<file path="config.mk">
export PLATFORM = sky130hd
export DESIGN_NAME = csd_top
export DESIGN_NICKNAME = d
export VERILOG_FILES = /design/src/rtl/csd_pkg.sv /design/src/rtl/csd_acc_if.sv /design/src/rtl/csd_top.sv /design/src/rtl/csd_chan_match.sv /design/src/rtl/csd_wait_ctr.sv
export VERILOG_INCLUDE_DIRS = /design/src /design/src/rtl
export SDC_FILE = /design/constraint.sdc
export NUM_CORES = 1
export LEC_CHECK = 0
export BUFFER_PORTS_ARGS = -buffer_cell sky130_fd_sc_hd__buf_2
export CAP_MARGIN = 5
export CORE_UTILIZATION = 55
export DETAILED_ROUTE_END_ITERATION = 10
export PLACE_DENSITY = 0.83
export SLEW_MARGIN = 10
export SYNTH_ARGS = -nofsm -noshare
export SYNTH_HDL_FRONTEND = slang
export SYNTH_SLANG_ARGS = --single-unit
</file>
<file path="constraint.sdc">
create_clock -name clk -period 3.47 [get_ports clk]
set_input_delay 0.5205 -clock clk [delete_from_list [all_inputs] [get_ports clk]]
set_output_delay 0.5205 -clock clk [all_outputs]
set_load 0.01 [all_outputs]
</file>
<file path="src/rtl/csd_params.svh">
// csd_params.svh: constants of the chip-select decoder
// assumes: included by bare name from the rtl files, after the package
`ifndef CSD_PARAMS_SVH
`define CSD_PARAMS_SVH

`define CSD_NUM_CH     12
`define CSD_BOOT_CH    11
`define CSD_SLOW_PIN   10
// timing: clock period and one wait state, in picoseconds
`define CSD_CLK_PS     5000
`define CSD_WAIT_PS    5000
`define CSD_WAIT_CYC   ((`CSD_WAIT_PS + `CSD_CLK_PS - 1) / `CSD_CLK_PS)
// field encodings
`define CSD_BLK_512K   3'h6
`define CSD_BYTE_OFF   2'h0
`define CSD_BYTE_LO    2'h1
`define CSD_BYTE_HI    2'h2
`define CSD_BYTE_BOTH  2'h3
`define CSD_RW_RD      2'h1
`define CSD_RW_WR      2'h2
`define CSD_RW_BOTH    2'h3
`define CSD_SP_CPU     2'h0
`define CSD_SP_USER    2'h1
`define CSD_SP_SUPV    2'h2
`define CSD_SP_EITHER  2'h3
`define CSD_TERM_FAST  4'hE
`define CSD_TERM_EXT   4'hF
`define CSD_PA_DISC    2'h0
`define CSD_PA_ALT     2'h1
`define CSD_PA_CS8     2'h2
`define CSD_PA_CS16    2'h3
`define CSD_IPL_ALL    3'h0
`define CSD_FC_CPU     3'h7
`define CSD_IACK_TYPE  4'hF
`define CSD_SIZE_BYTE  2'h1
// reset values
`define CSD_BOOT_BASE  13'h0000
`define CSD_BOOT_TERM  4'hD
`define CSD_PA_RST     2'h3
`define CSD_PD_RST     7'h00
`endif

</file>
<file path="src/rtl/csd_pkg.sv">
// csd_pkg: types shared by the chip-select decoder files
// assumes: compiled before every other rtl file
package csd_pkg;
   // one channel's base and option settings
   typedef struct packed {
      logic [12:0] base;    // compares against addr[23:11]
      logic [2:0]  blk;
      logic        mode;    // 1: slow clock synchronised
      logic [1:0]  byte_f;
      logic [1:0]  rw;
      logic        strobe_choice_bit;
      logic [3:0]  term;
      logic [1:0]  space;
      logic [2:0]  irq_level_field;
      logic        autovector_request;
   } csd_chan_s;
   typedef enum logic [1:0] {CSD_IDLE, CSD_COUNT, CSD_ACK} csd_term_e;
endpackage : csd_pkg

</file>
<file path="src/rtl/csd_acc_if.sv">
// csd_acc_if: one bus access as seen by every channel matcher
// assumes: driven by the top, read by the matchers
`timescale 1ns/100ps
interface csd_acc_if;
   logic [23:0] addr;
   logic [2:0]  fc;
   logic        read;
   logic [1:0]  size;
   modport src (output addr, output fc, output read, output size);
   modport dst (input addr, input fc, input read, input size);
endinterface : csd_acc_if

</file>
<file path="src/rtl/csd_top.sv">
// csd_top: programmable chip-select decoder, twelve channels
// assumes: bus inputs synchronous to clk; strobes active low;
// config ports written one cycle at a time by the integration logic
`timescale 1ns/100ps
`include "csd_params.svh"
module csd_top (
   // clock and reset
   input  wire logic               clk,
   input  wire logic               sys_rst,
   // bus access
   input  wire logic [23:0]        acc_addr,
   input  wire logic [2:0]         function_code_lines,
   input  wire logic               acc_read,
   input  wire logic [1:0]         transfer_size_bits,
   input  wire logic               address_strobe_n,
   input  wire logic               data_strobe_n,
   input  wire logic               internal_hit,
   input  wire logic               slow_peripheral_clock,
   // channel settings write
   input  wire logic               cfg_wr,
   input  wire logic [3:0]         cfg_chan,
   input  wire csd_pkg::csd_chan_s cfg_word,
   // pin assignment and port data write
   input  wire logic               pa_wr,
   input  wire logic [23:0]        pa_data,
   input  wire logic               pd_wr,
   input  wire logic [6:0]         pd_data,
   input  wire logic [11:0]        strap_n,
   // pins and internal answers
   output logic [11:0]             pin_out_q,
   output logic [11:0]             alt_sel_q,
   output logic [1:0]              termination_ack_q,
   output logic                    autovector_request_q,
   output logic [23:0]             pin_assign_registers
);
   import csd_pkg::*;

   csd_chan_s   chan_q [`CSD_NUM_CH];
   logic [1:0]  pa_q [`CSD_NUM_CH];
   logic [6:0]  pd_q;
   logic        strap_pend_q;
   logic [11:0] hit;
   logic [11:0] sel_d;
   logic [11:0] sel_q;
   logic [11:0] pin_d;
   logic [11:0] disc_vec;
   logic        act;
   logic        act_q;
   logic        start;
   logic        slow_q;
   logic        sync_ok_q;
   logic        t_found;
   logic [3:0]  t_code;
   logic        t_16;
   logic        t_av;
   logic        won16_q;
   logic        wonav_q;
   logic        ctr_load;
   logic        expired;
   csd_term_e   state_q;

   csd_acc_if acc ();

   // channel settings; boot channel answers straight out of reset
   always_ff @(posedge clk) begin
      for (int i = 0; i < `CSD_NUM_CH; i++) begin
         if (sys_rst) begin
            chan_q[i] <= '0;
            if (i == `CSD_BOOT_CH) begin
               chan_q[i].base   <= `CSD_BOOT_BASE;
               chan_q[i].blk    <= `CSD_BLK_512K;
               chan_q[i].byte_f <= `CSD_BYTE_BOTH;
               chan_q[i].rw     <= `CSD_RW_BOTH;
               chan_q[i].space  <= `CSD_SP_EITHER;
               chan_q[i].term   <= `CSD_BOOT_TERM;
            end
         end else if (cfg_wr && cfg_chan == 4'(i)) begin
            chan_q[i] <= cfg_word;
         end
      end
   end

   // pin assignment; 00 writes to pins without a discrete use are dropped
   always_ff @(posedge clk) begin
      for (int i = 0; i < `CSD_NUM_CH; i++) begin
         if (sys_rst) begin
            pa_q[i] <= `CSD_PA_RST;
         end else if (strap_pend_q && !strap_n[i]) begin
            pa_q[i] <= `CSD_PA_ALT;
         end else if (pa_wr) begin
            if (pa_data[2*i +: 2] != `CSD_PA_DISC ||
                (i >= 3 && i != `CSD_BOOT_CH))
               pa_q[i] <= pa_data[2*i +: 2];
         end
      end
   end

   // straps are sampled on the first edge after reset falls
   always_ff @(posedge clk) begin
      strap_pend_q <= sys_rst;
   end

   // discrete output data
   always_ff @(posedge clk) begin
      if (sys_rst)
         pd_q <= `CSD_PD_RST;
      else if (pd_wr)
         pd_q <= pd_data;
   end

   // read-back of the assignment fields
   always_ff @(posedge clk) begin
      for (int i = 0; i < `CSD_NUM_CH; i++) begin
         pin_assign_registers[2*i +: 2] <= sys_rst ? `CSD_PA_RST : pa_q[i];
         alt_sel_q[i] <= !sys_rst && pa_q[i] == `CSD_PA_ALT;
      end
   end

   // one copy of the access fans out to all matchers
   assign acc.addr = acc_addr;
   assign acc.fc   = function_code_lines;
   assign acc.read = acc_read;
   assign acc.size = transfer_size_bits;

   // every channel compares on its own; overlaps are not arbitrated
   for (genvar g = 0; g < `CSD_NUM_CH; g++) begin : g_ch
      csd_chan_match u_match (
         .cfg    (chan_q[g]),
         .port16 (pa_q[g] == `CSD_PA_CS16),
         .acc    (acc.dst),
         .hit    (hit[g])
      );
   end

   // an internal target suppresses the whole external cycle
   assign act   = !address_strobe_n && !internal_hit;
   assign start = act && !act_q;

   always_ff @(posedge clk) begin
      if (sys_rst) begin
         act_q  <= 1'b0;
         slow_q <= 1'b0;
      end else begin
         act_q  <= act;
         slow_q <= slow_peripheral_clock;
      end
   end

   // slow-clock mode waits for a rising slow edge inside the cycle
   always_ff @(posedge clk) begin
      if (sys_rst)
         sync_ok_q <= 1'b0;
      else
         sync_ok_q <= act && (sync_ok_q ||
                      (slow_peripheral_clock && !slow_q));
   end

   // select timing per channel
   always_comb begin
      for (int i = 0; i < `CSD_NUM_CH; i++) begin
         if (chan_q[i].mode)
            sel_d[i] = hit[i] && act && sync_ok_q;
         else if (chan_q[i].strobe_choice_bit)
            sel_d[i] = hit[i] && act && !data_strobe_n;
         else
            sel_d[i] = hit[i] && act;
      end
   end

   // pins 3..9 carry port bits, pin 10 the slow clock, others idle high
   assign disc_vec = {1'b1, slow_peripheral_clock, pd_q, 3'h7};

   always_comb begin
      for (int i = 0; i < `CSD_NUM_CH; i++) begin
         case (pa_q[i])
            `CSD_PA_DISC: pin_d[i] = disc_vec[i];
            `CSD_PA_ALT:  pin_d[i] = 1'b1;
            default:      pin_d[i] = !sel_d[i];
         endcase
      end
   end

   // pins are registered so the pads see clean levels
   always_ff @(posedge clk) begin
      if (sys_rst) begin
         pin_out_q <= 12'hFFF;
         sel_q     <= 12'h000;
      end else begin
         pin_out_q <= pin_d;
         sel_q     <= sel_d;
      end
   end

   // lowest matching async channel owns the shared counter; a hazard
   // only if overlapping channels disagree on wait count, port width or autovector
   always_comb begin
      t_found = 1'b0;
      t_code  = 4'h0;
      t_16    = 1'b0;
      t_av    = 1'b0;
      for (int i = `CSD_NUM_CH - 1; i >= 0; i--) begin
         if (hit[i] && !chan_q[i].mode &&
             chan_q[i].term != `CSD_TERM_EXT) begin
            t_found = 1'b1;
            t_code  = chan_q[i].term;
            t_16    = pa_q[i][0];
            t_av    = chan_q[i].autovector_request && chan_q[i].space == `CSD_SP_CPU;
         end
      end
   end

   assign ctr_load = state_q == CSD_IDLE && start && t_found &&
                     t_code != `CSD_TERM_FAST;

   csd_wait_ctr u_wait (
      .clk       (clk),
      .sys_rst   (sys_rst),
      .load      (ctr_load),
      .count     (4'(t_code * `CSD_WAIT_CYC)),
      .abort     (!act),
      .expired_q (expired)
   );

   // termination: acknowledge held until the strobe goes away
   always_ff @(posedge clk) begin
      if (sys_rst || !act) begin
         state_q              <= CSD_IDLE;
         termination_ack_q    <= 2'h0;
         autovector_request_q <= 1'b0;
         won16_q              <= 1'b0;
         wonav_q              <= 1'b0;
      end else begin
         case (state_q)
            CSD_IDLE: if (start && t_found) begin
               won16_q <= t_16;
               wonav_q <= t_av;
               if (t_code == `CSD_TERM_FAST) begin
                  state_q              <= CSD_ACK;
                  termination_ack_q    <= t_16 ? 2'h2 : 2'h1;
                  autovector_request_q <= t_av;
               end else begin
                  state_q <= CSD_COUNT;
               end
            end
            CSD_COUNT: if (expired) begin
               state_q              <= CSD_ACK;
               termination_ack_q    <= won16_q ? 2'h2 : 2'h1;
               autovector_request_q <= wonav_q;
            end
            CSD_ACK: state_q <= CSD_ACK;
            default: state_q <= CSD_IDLE;
         endcase
      end
   end

   AST_BOOT_RESET: assert property (@(posedge clk)
      $past(sys_rst) |-> chan_q[`CSD_BOOT_CH].blk == `CSD_BLK_512K &&
         chan_q[`CSD_BOOT_CH].base == `CSD_BOOT_BASE)
      else $error("boot channel not at its reset region");
   AST_GEN_DISABLED: assert property (@(posedge clk)
      $past(sys_rst) |-> chan_q[0].byte_f == `CSD_BYTE_OFF)
      else $error("general channel enabled out of reset");
   AST_DISABLED_QUIET: assert property (@(posedge clk)
      disable iff (sys_rst)
      chan_q[0].byte_f == `CSD_BYTE_OFF |-> !hit[0] ##1 pin_out_q[0] ||
         pa_q[0] == `CSD_PA_ALT)
      else $error("disabled channel responded");
   AST_INTERNAL_WINS: assert property (@(posedge clk)
      disable iff (sys_rst) internal_hit |=> sel_q == 12'h000)
      else $error("select asserted on an internal access");
   AST_NO_DISC_ARB: assert property (@(posedge clk)
      disable iff (sys_rst)
      pa_q[`CSD_BOOT_CH] != `CSD_PA_DISC && pa_q[0] != `CSD_PA_DISC &&
      pa_q[1] != `CSD_PA_DISC && pa_q[2] != `CSD_PA_DISC)
      else $error("pin without discrete use holds 00");
   AST_STRAP_ALT: assert property (@(posedge clk)
      strap_pend_q && !sys_rst && !strap_n[0] |=> pa_q[0] == `CSD_PA_ALT)
      else $error("strap did not select alternate function");
   AST_DISC_PIN: assert property (@(posedge clk)
      disable iff (sys_rst)
      pa_q[3] == `CSD_PA_DISC |=> pin_out_q[3] == $past(pd_q[0]))
      else $error("discrete pin does not follow port bit");
   AST_SYNC_SELECT: assert property (@(posedge clk)
      disable iff (sys_rst)
      sel_d[5] && chan_q[5].mode |-> sync_ok_q && act)
      else $error("slow mode select before slow clock edge");
   AST_FAST_ACK: assert property (@(posedge clk)
      disable iff (sys_rst)
      state_q == CSD_IDLE && start && t_found &&
      t_code == `CSD_TERM_FAST |=> termination_ack_q != 2'h0)
      else $error("fast termination not acknowledged next cycle");
   AST_ZERO_WAIT: assert property (@(posedge clk)
      disable iff (sys_rst)
      (state_q == CSD_IDLE && start && t_found && t_code == 4'h0)
      ##1 act[*3] |-> termination_ack_q != 2'h0)
      else $error("zero wait cycle not acknowledged after three cycles");
   AST_EXT_NO_ACK: assert property (@(posedge clk)
      disable iff (sys_rst)
      state_q == CSD_IDLE && start && !t_found |=>
      termination_ack_q == 2'h0)
      else $error("external termination acknowledged internally");
endmodule : csd_top

</file>
<file path="src/rtl/csd_chan_match.sv">
// csd_chan_match: address and control compare of one channel
// assumes: access fields stable while address strobe is low
`timescale 1ns/100ps
`include "csd_params.svh"
module csd_chan_match (
   // channel settings
   input  wire csd_pkg::csd_chan_s cfg,
   input  wire logic               port16,
   // access
   csd_acc_if.dst                  acc,
   // result
   output logic                    hit
);
   import csd_pkg::*;
   logic [12:0] mask;
   logic        iack;
   logic        a_ok;
   logic        s_ok;
   logic        w_ok;
   logic        b_ok;
   logic        l_ok;

   // upper lines only; base bits below the block size never take part
   always_comb begin
      case (cfg.blk)
         3'h0:    mask = 13'h1FFF;
         3'h1:    mask = 13'h1FFC;
         3'h2:    mask = 13'h1FF8;
         3'h3:    mask = 13'h1FE0;
         3'h4:    mask = 13'h1FC0;
         3'h5:    mask = 13'h1F80;
         3'h6:    mask = 13'h1F00;
         default: mask = 13'h1E00;
      endcase
   end

   assign iack = (acc.fc == `CSD_FC_CPU) &&
                 (acc.addr[19:16] == `CSD_IACK_TYPE);
   assign a_ok = ((acc.addr[23:11] ^ cfg.base) & mask) == 13'h0000;
   // space: cpu space only for 00; 01 and 10 use fc[2] for user or supervisor, 11 takes any but cpu
   always_comb begin
      case (cfg.space)
         `CSD_SP_CPU:  s_ok = acc.fc == `CSD_FC_CPU;
         `CSD_SP_USER: s_ok = !acc.fc[2];
         `CSD_SP_SUPV: s_ok = acc.fc[2] && acc.fc != `CSD_FC_CPU;
         default:      s_ok = acc.fc != `CSD_FC_CPU;
      endcase
   end
   assign w_ok = acc.read ? cfg.rw[0] : cfg.rw[1];
   // byte lanes only matter on a 16-bit port
   always_comb begin
      case (cfg.byte_f)
         `CSD_BYTE_OFF: b_ok = 1'b0;
         `CSD_BYTE_HI:  b_ok = !port16 || !acc.addr[0];
         `CSD_BYTE_LO:  b_ok = !port16 || acc.addr[0] ||
                               acc.size != `CSD_SIZE_BYTE;
         default:       b_ok = 1'b1;
      endcase
   end
   assign l_ok = !iack || cfg.irq_level_field == `CSD_IPL_ALL ||
                 cfg.irq_level_field == acc.addr[3:1];
   assign hit = a_ok && s_ok && w_ok && b_ok && l_ok;
endmodule : csd_chan_match

</file>
<file path="src/rtl/csd_wait_ctr.sv">
// csd_wait_ctr: the one wait-state counter shared by all channels
// assumes: load is a single-cycle pulse; abort ends a count early
`timescale 1ns/100ps
`include "csd_params.svh"
module csd_wait_ctr (
   // clock and reset
   input  wire logic       clk,
   input  wire logic       sys_rst,
   // control
   input  wire logic       load,
   input  wire logic [3:0] count,
   input  wire logic       abort,
   // result
   output logic            expired_q
);
   import csd_pkg::*;
   logic [3:0] cnt_q;
   logic       busy_q;

   // one decrement per clock, so one wait state is one cycle
   always_ff @(posedge clk) begin
      if (sys_rst || abort) begin
         cnt_q     <= 4'h0;
         busy_q    <= 1'b0;
         expired_q <= 1'b0;
      end else if (load) begin
         cnt_q     <= count;
         busy_q    <= 1'b1;
         expired_q <= 1'b0;
      end else begin
         expired_q <= busy_q && cnt_q == 4'h0;
         busy_q    <= busy_q && cnt_q != 4'h0;
         cnt_q     <= (busy_q && cnt_q != 4'h0) ? cnt_q - 4'h1 : cnt_q;
      end
   end

   AST_WAIT_ZERO: assert property (@(posedge clk) disable iff (sys_rst)
      (load && count == 4'h0) ##1 !abort |=> expired_q)
      else $error("zero wait count did not expire after two cycles");
   AST_WAIT_THREE: assert property (@(posedge clk) disable iff (sys_rst)
      (load && count == 4'h3) |=> !expired_q[*4])
      else $error("three wait count expired early");
endmodule : csd_wait_ctr

</file>
* Yosys cells after proc, flatten, opt, wreduce, memory -nomap -nowiden *
Memory sizes are Yosys's and may differ from the RTL's.
Cells that the tools add are included.
W data, S select, Z words.

word-level totals
  register bits after elaboration = 72
  latch bits = 0
  RAM bits = 408
  memory bits (read-only) = 0
  input bits = 118
  memories kept = 2

cells by class
  add/subtract/negate cells = 1
  $mul = 0
  divide/modulo/power cells = 0
  $lt $le $gt $ge = 0
  equality and inequality tests = 190
  shift-type cells = 0
  multiplexer cells = 314
  bitwise gates (word level) = 74
  reductions and logical operators = 378

memories
  name    words  width  read ports  clocked after Yosys merged registers in  write ports  line           RTL
  chan_q  12     32     12          0                                        12           csd_top.sv:38  csd_chan_s chan_q [`CSD_NUM_CH];
  pa_q    12     2      12          0                                        12           csd_top.sv:39  logic [1:0] pa_q [`CSD_NUM_CH];

operators with widths
  kind                  number
  $pmux W9 S7           12
  $mux W32              11
  $mux W1               197
  $logic_and A1 B1 Y1   168
  $and A13 B13 Y13      12
  $logic_not A13 Y1     12
  $xor A13 B13 Y13      12
  $eq A3 B3 Y1 const B  37
  $mux W2               38
  $eq A2 B1 Y1 const B  37
  $eq A2 B2 Y1 const B  37
  $logic_not A2 Y1      37
  $eq A3 B2 Y1 const B  24
  $logic_not A3 Y1      24
  $pmux W1 S3           24
  $mux W4               17
  $logic_or A1 B1 Y1    62
  $logic_not A1 Y1      58
  $ne A4 B4 Y1 const B  13
  $or A1 B1 Y1          50
  $eq A3 B1 Y1 const B  12
  $eq A3 B3 Y1          12
  $mux W13              2
  $eq A4 B4 Y1 const B  6
  17 further kinds      43

* Depth between registers and ports, before layout *
An unclocked memory read counts as a cell.

  word-level depth = 27
  mapped depth = 15
  mapped depth without buffers = 11

* By module *
Synthesis repeated with hierarchy kept, for this count alone.

unflattened totals
  cell total of the unflattened synthesis = 1989
  area total of the unflattened synthesis = 23463.8 um2

modules (own cells, without submodules)
  module          times used  cells each  area an instance (um2)
  csd_top         1           1423        19252.2
  csd_chan_match  12          44          322.8
  csd_wait_ctr    1           38          337.8

* Least setup slack after synthesis *
OpenSTA, ideal clock, no wires.

  kind = input-to-reg
  start = in acc_addr[17]
  end = reg u_wait.cnt_q[3]
  arrival time = 3352 ps
  path slack = -21 ps
  cell stages on the path = 11
  cell sequence = buf_2 > xor2_1 > a211o_1 > or4_1 > nor4b_4 > o311ai_1 > a2111oi_2 > nor3_2 > or4_4 > o21ai_2 > a221oi_1

on the way
  longest elaborated chain between the ends = 24
  elaborated cells on any way between the ends = 164

ends and longest elaborated chain
  item                                                                  line                  RTL
  start, declared                                                       csd_top.sv:11         input wire logic [23:0] acc_addr,
  $xor A13 B13 Y13                                                      csd_chan_match.sv:39  assign a_ok = ((acc.addr[23:11] ^ cfg.base) & mask) == 13'h0000;
  $and A13 B13 Y13                                                      csd_chan_match.sv:39
  $logic_not A13 Y1                                                     csd_chan_match.sv:39
  $logic_and A1 B1 Y1 (4 in a row)                                      csd_chan_match.sv:62  assign hit = a_ok && s_ok && w_ok && b_ok && l_ok;
  $logic_and A1 B1 Y1                                                   csd_top.sv:202        if (hit[i] && !chan_q[i].mode &&
  $logic_and A1 B1 Y1 (no line)                                         --
  $mux W4 / $mux W1 (equally long branches) (12 in a row)               csd_top.sv:202
  $ne A4 B4 Y1 (no line) / $logic_and A1 B1 Y1 (equally long branches)  --
  $logic_and A1 B1 Y1 (no line)                                         --
  $mux W4 / $reduce_bool A2 Y1 (equally long branches)                  --
  end signal, assigned                                                  csd_wait_ctr.sv:27    cnt_q <= count;
  end signal, assigned                                                  csd_wait_ctr.sv:33    cnt_q <= (busy_q && cnt_q != 4'h0) ? cnt_q - 4'h1 : cnt_q;
  end, declared                                                         csd_wait_ctr.sv:17    logic [3:0] cnt_q;

Several ways; a longest one is shown, not always the timed one.
A chain may end at the register's enable or synchronous reset.

==> metrics.md <==
| Metric | Value |
|---|---|
| Status | `finished, violations left` |
| Failing checks | `setup timing` |
| Min cycle time layout | `3.52 ns` |
| Top cell by count, worst path | `or4_4` |
| Initial antenna violation count | `7` |
| WL/cell | `23.1 um` |
| Vias per Instance | `6.04` |
| Most used flip-flop cell after synthesis | `edfxtp_1` |
| RD Place Congestion | `1.02` |
| First DRT Iteration DRCs | `1975` |
| CP Capture Point | `u_wait.cnt_q[3]` |
| Worst endpoint required time | `3.92 ns` |
| Die span in y | `208 um` |
| Syn Area/Cell | `11.7 sq um` |
| Fraction of layout cells with a size suffix above 1 | `0.253` |
| Synthesis-to-finish area growth | `20.7%` |
| Vias in the first global route | `17200` |
| Reg clk slew, reported paths | `0.06 ns` |
| CP Buf/Inv Count | `0` |
| Crit Reg-Reg Startpoint | `chan_q[2][93]` |
| Element type at the critical path end | `register` |
| Worst-margin pin slew | `0.897 ns` |
| Placement Cell Area | `26100 sq um` |
| Setup slack, reg-to-reg | `-0.05 ns` |
| Antenna-violating nets left | `0` |
| First-pass GRT wire length | `99700 um` |
| Worst-case reg-to-reg path depth | `11` |
| CTS tree | `yes` |
| Largest net degree at the start of global routing | `85` |
| Hold crit path type | `in2reg` |
| Die Area | `43100 sq um` |
| GR Util All Layers | `0.306` |
| Final hold violations | `0` |
| Top cell type by total area after synthesis | `edfxtp_1` |
| Starting Density | `0.563` |
| Die Width | `208 um` |
| CP peak stage delay | `0.60 ns` |
| GR Overflow Total | `0` |
| Final Max Slew Viols | `0` |
| Max IR drop VDD | `0.329 mV` |
| DR DRC count | `0` |
| Critical path arrival | `3.97 ns` |
| Clock Tree Buf Depth | `3` |
| H-Tree Level Count | `2` |
| Most numerous cell in the Yosys netlist | `edfxtp_1` |
| HPWL Detailed | `48300 um` |
| Core Rows | `74` |
| CTS root buf | `clkbuf_16` |
| Synth Instances | `1983` |
| Yosys reg bits | `480` |
| DR pass1 iterations | `6` |
| Crit share post-route | `1.01` |
| Post-route cell area | `28100 sq um` |
| Syn Nets | `2105` |
| Vias post-DR | `17500` |
| Num Clock Sinks | `480` |
| Ports | `169` |
| Largest cells by area after synthesis | `edfxtp_1, and2_1, dfxtp_1` |
| Final setup vio count | `5` |
| GR Util met2 | `0.509` |
| Layer carrying the most global-route usage | `met2` |
| Pwr dens | `486 nW/um^2` |
| Number of synthesized flops with an enable pin | `408` |
| Terminus of the critical flop-to-flop path | `u_wait.cnt_q[3]` |
| Cells along the critical path | `xnor2_2 > nand4_1 > or4_4 > a221o_1 > nor4_2 > o311ai_2 > a2111oi_2 > nor3_2 > or4_4 > o21ai_4 > a221oi_1` |
| Commonest cells in the netlist | `edfxtp_1, and2_1, xnor2_1` |
| Highest clock rate | `284 MHz` |
| Worst-Skew Late Latency | `0.61 ns` |
| PortBufs | `161` |
| Hold Buf Count CTS | `0` |
| Sequential fraction of the synthesis area | `0.588` |
| Pre-CTS setup slack | `-0.632 ns` |
| Crit start category | `register` |
| Synthesized area | `23300 sq um` |
| Worst Clk Skew | `0.0203 ns` |
| Critical path fanouts, max | `4` |
| Critical path depth in cells | `11` |
| Crit path max-delay family | `simple AND/OR/NAND/NOR gates` |
| Worst path slowest cell | `or4_4` |
| Synth top area share | `0.527` |
| Synthesis Warnings | `0` |
| Total clock buffers created by CTS | `50` |
| Met3 usage | `0.0540` |
| Final wirelength | `66700 um` |
| Final worst slack | `-0.0452 ns` |
| RSZ-0062 raised after global routing | `true` |
| Final net count | `2434` |
| Leak Pwr | `0.0106 uW` |
| Fin util | `0.680` |
| Worst slew margin | `0.402` |
| Ys async rst share | `0` |
| CP Launch Point | `chan_q[2][93]` |
| GR Util met1 | `0.386` |
| Max_cap viols | `0` |
| Synth unique cells | `81` |
| CORE AREA | `41300 sq um` |
| WS Path Type | `reg2reg` |
## per-layer routing
layer,share of wire,up-vias
met5,0.00063,-
met4,0.047,6
met3,0.088,198
met2,0.48,1011
met1,0.39,8486
li1,-,7756
## state kept, by name, indices dropped and copies added, names as in the netlist
register              cells
wonav_q                   1
autovector_request_q      1
u_wait.expired_q          1
act_q                     1
u_wait.busy_q             1
slow_q                    1
sync_ok_q                 1
chan_q                  384
pd_q                      7
won16_q                   1
u_wait.cnt_q              4
pin_assign_registers     24
pin_out_q                12
pa_q                     24
termination_ack_q         2
alt_sel_q                12
strap_pend_q              1
state_q                   2
## per-stage QoR
step	hold WS, ns	TNS, ns	instances	total power [uW]
after floorplan	0.452	0	1983	7540
after global placement	0.446	-5.82	2786	8120
after detailed placement	0.465	-6.93	2786	8190
after CTS	0.145	0	2884	13600
after global routing	0.183	-0.575	2888	14000
final	0.170	-0.105	2890	13600
## timing repair
action,in CTS,in global routing
setup endpoints to repair,12,13
setup buffers,4,2
gates resized for setup,11,40
pin swaps,6,6
## area by class of cell
cell class,instances,area [sq um]
timing repair buffer,402,2680
fill,2854,13200
clock buffer,68,1430
antenna,4,10.0
inverter,32,120
sequential,480,13700
tap,532,666
multi-input combinational,1346,9220
clock inverter,26,263
## worst min path at each step
| stage | startpoint | to | slack, ns | cells past startpoint |
|---|---|---|---|---|
| 2_1_floorplan | pd_q[0] | pin_out_q[3] | 0.45 | 1 |
| 3_3_place_gp | termination_ack_q[0] | termination_ack_q[0] | 0.45 | 2 |
| 3_5_place_dp | termination_ack_q[0] | termination_ack_q[0] | 0.46 | 2 |
| 4_1_cts | pd_data[0] | pd_q[0] | 0.14 | 3 |
| 5_1_grt | pd_data[4] | pd_q[4] | 0.18 | 3 |
| 6_report | pd_data[0] | pd_q[0] | 0.17 | 3 |
## where the power goes
group | switching, uW | leakage (uW) | internal [uW]
clock | 2290 | 0.000835 | 3210
combinational | 825 | 0.00532 | 546
sequential | 188 | 0.00448 | 6580
## logic make-up (layout without fill, tap and decap cells)
family | Yosys count | after routing | synth area share
and+or+nand+nor | 827 | 827 | 0.205
muxes | 29 | 29 | 0.0127
other | 0 | 4 | 0
adders and majority gates | 4 | 4 | 0.00215
xor gates and xnor gates | 190 | 190 | 0.0715
DFF | 480 | 480 | 0.588
buffers and inverters | 157 | 528 | 0.0286
AOI/OAI and AO/OA | 296 | 296 | 0.0916
## placed cells by master (no fill, tap or decap), drive strengths merged, types with 43 or more instances in the layout
cell	n
o21ai	49
nand3	43
nor3	51
edfxtp	408
dfxtp	72
buf	402
clkbuf	68
xor2	78
xnor2	112
a21oi	61
nand2	89
and2	376
nor2	87
## worst register-to-register path, cell delays in order (launching register included)
cell       delay [ns]
edfxtp_1         0.42
xnor2_2          0.16
nand4_1          0.11
or4_4            0.60
a221o_1          0.38
nor4_2           0.24
o311ai_2         0.20
a2111oi_2        0.41
nor3_2           0.11
or4_4            0.47
o21ai_4          0.17
a221oi_1         0.10
Power figures use the tool's default switching activity.
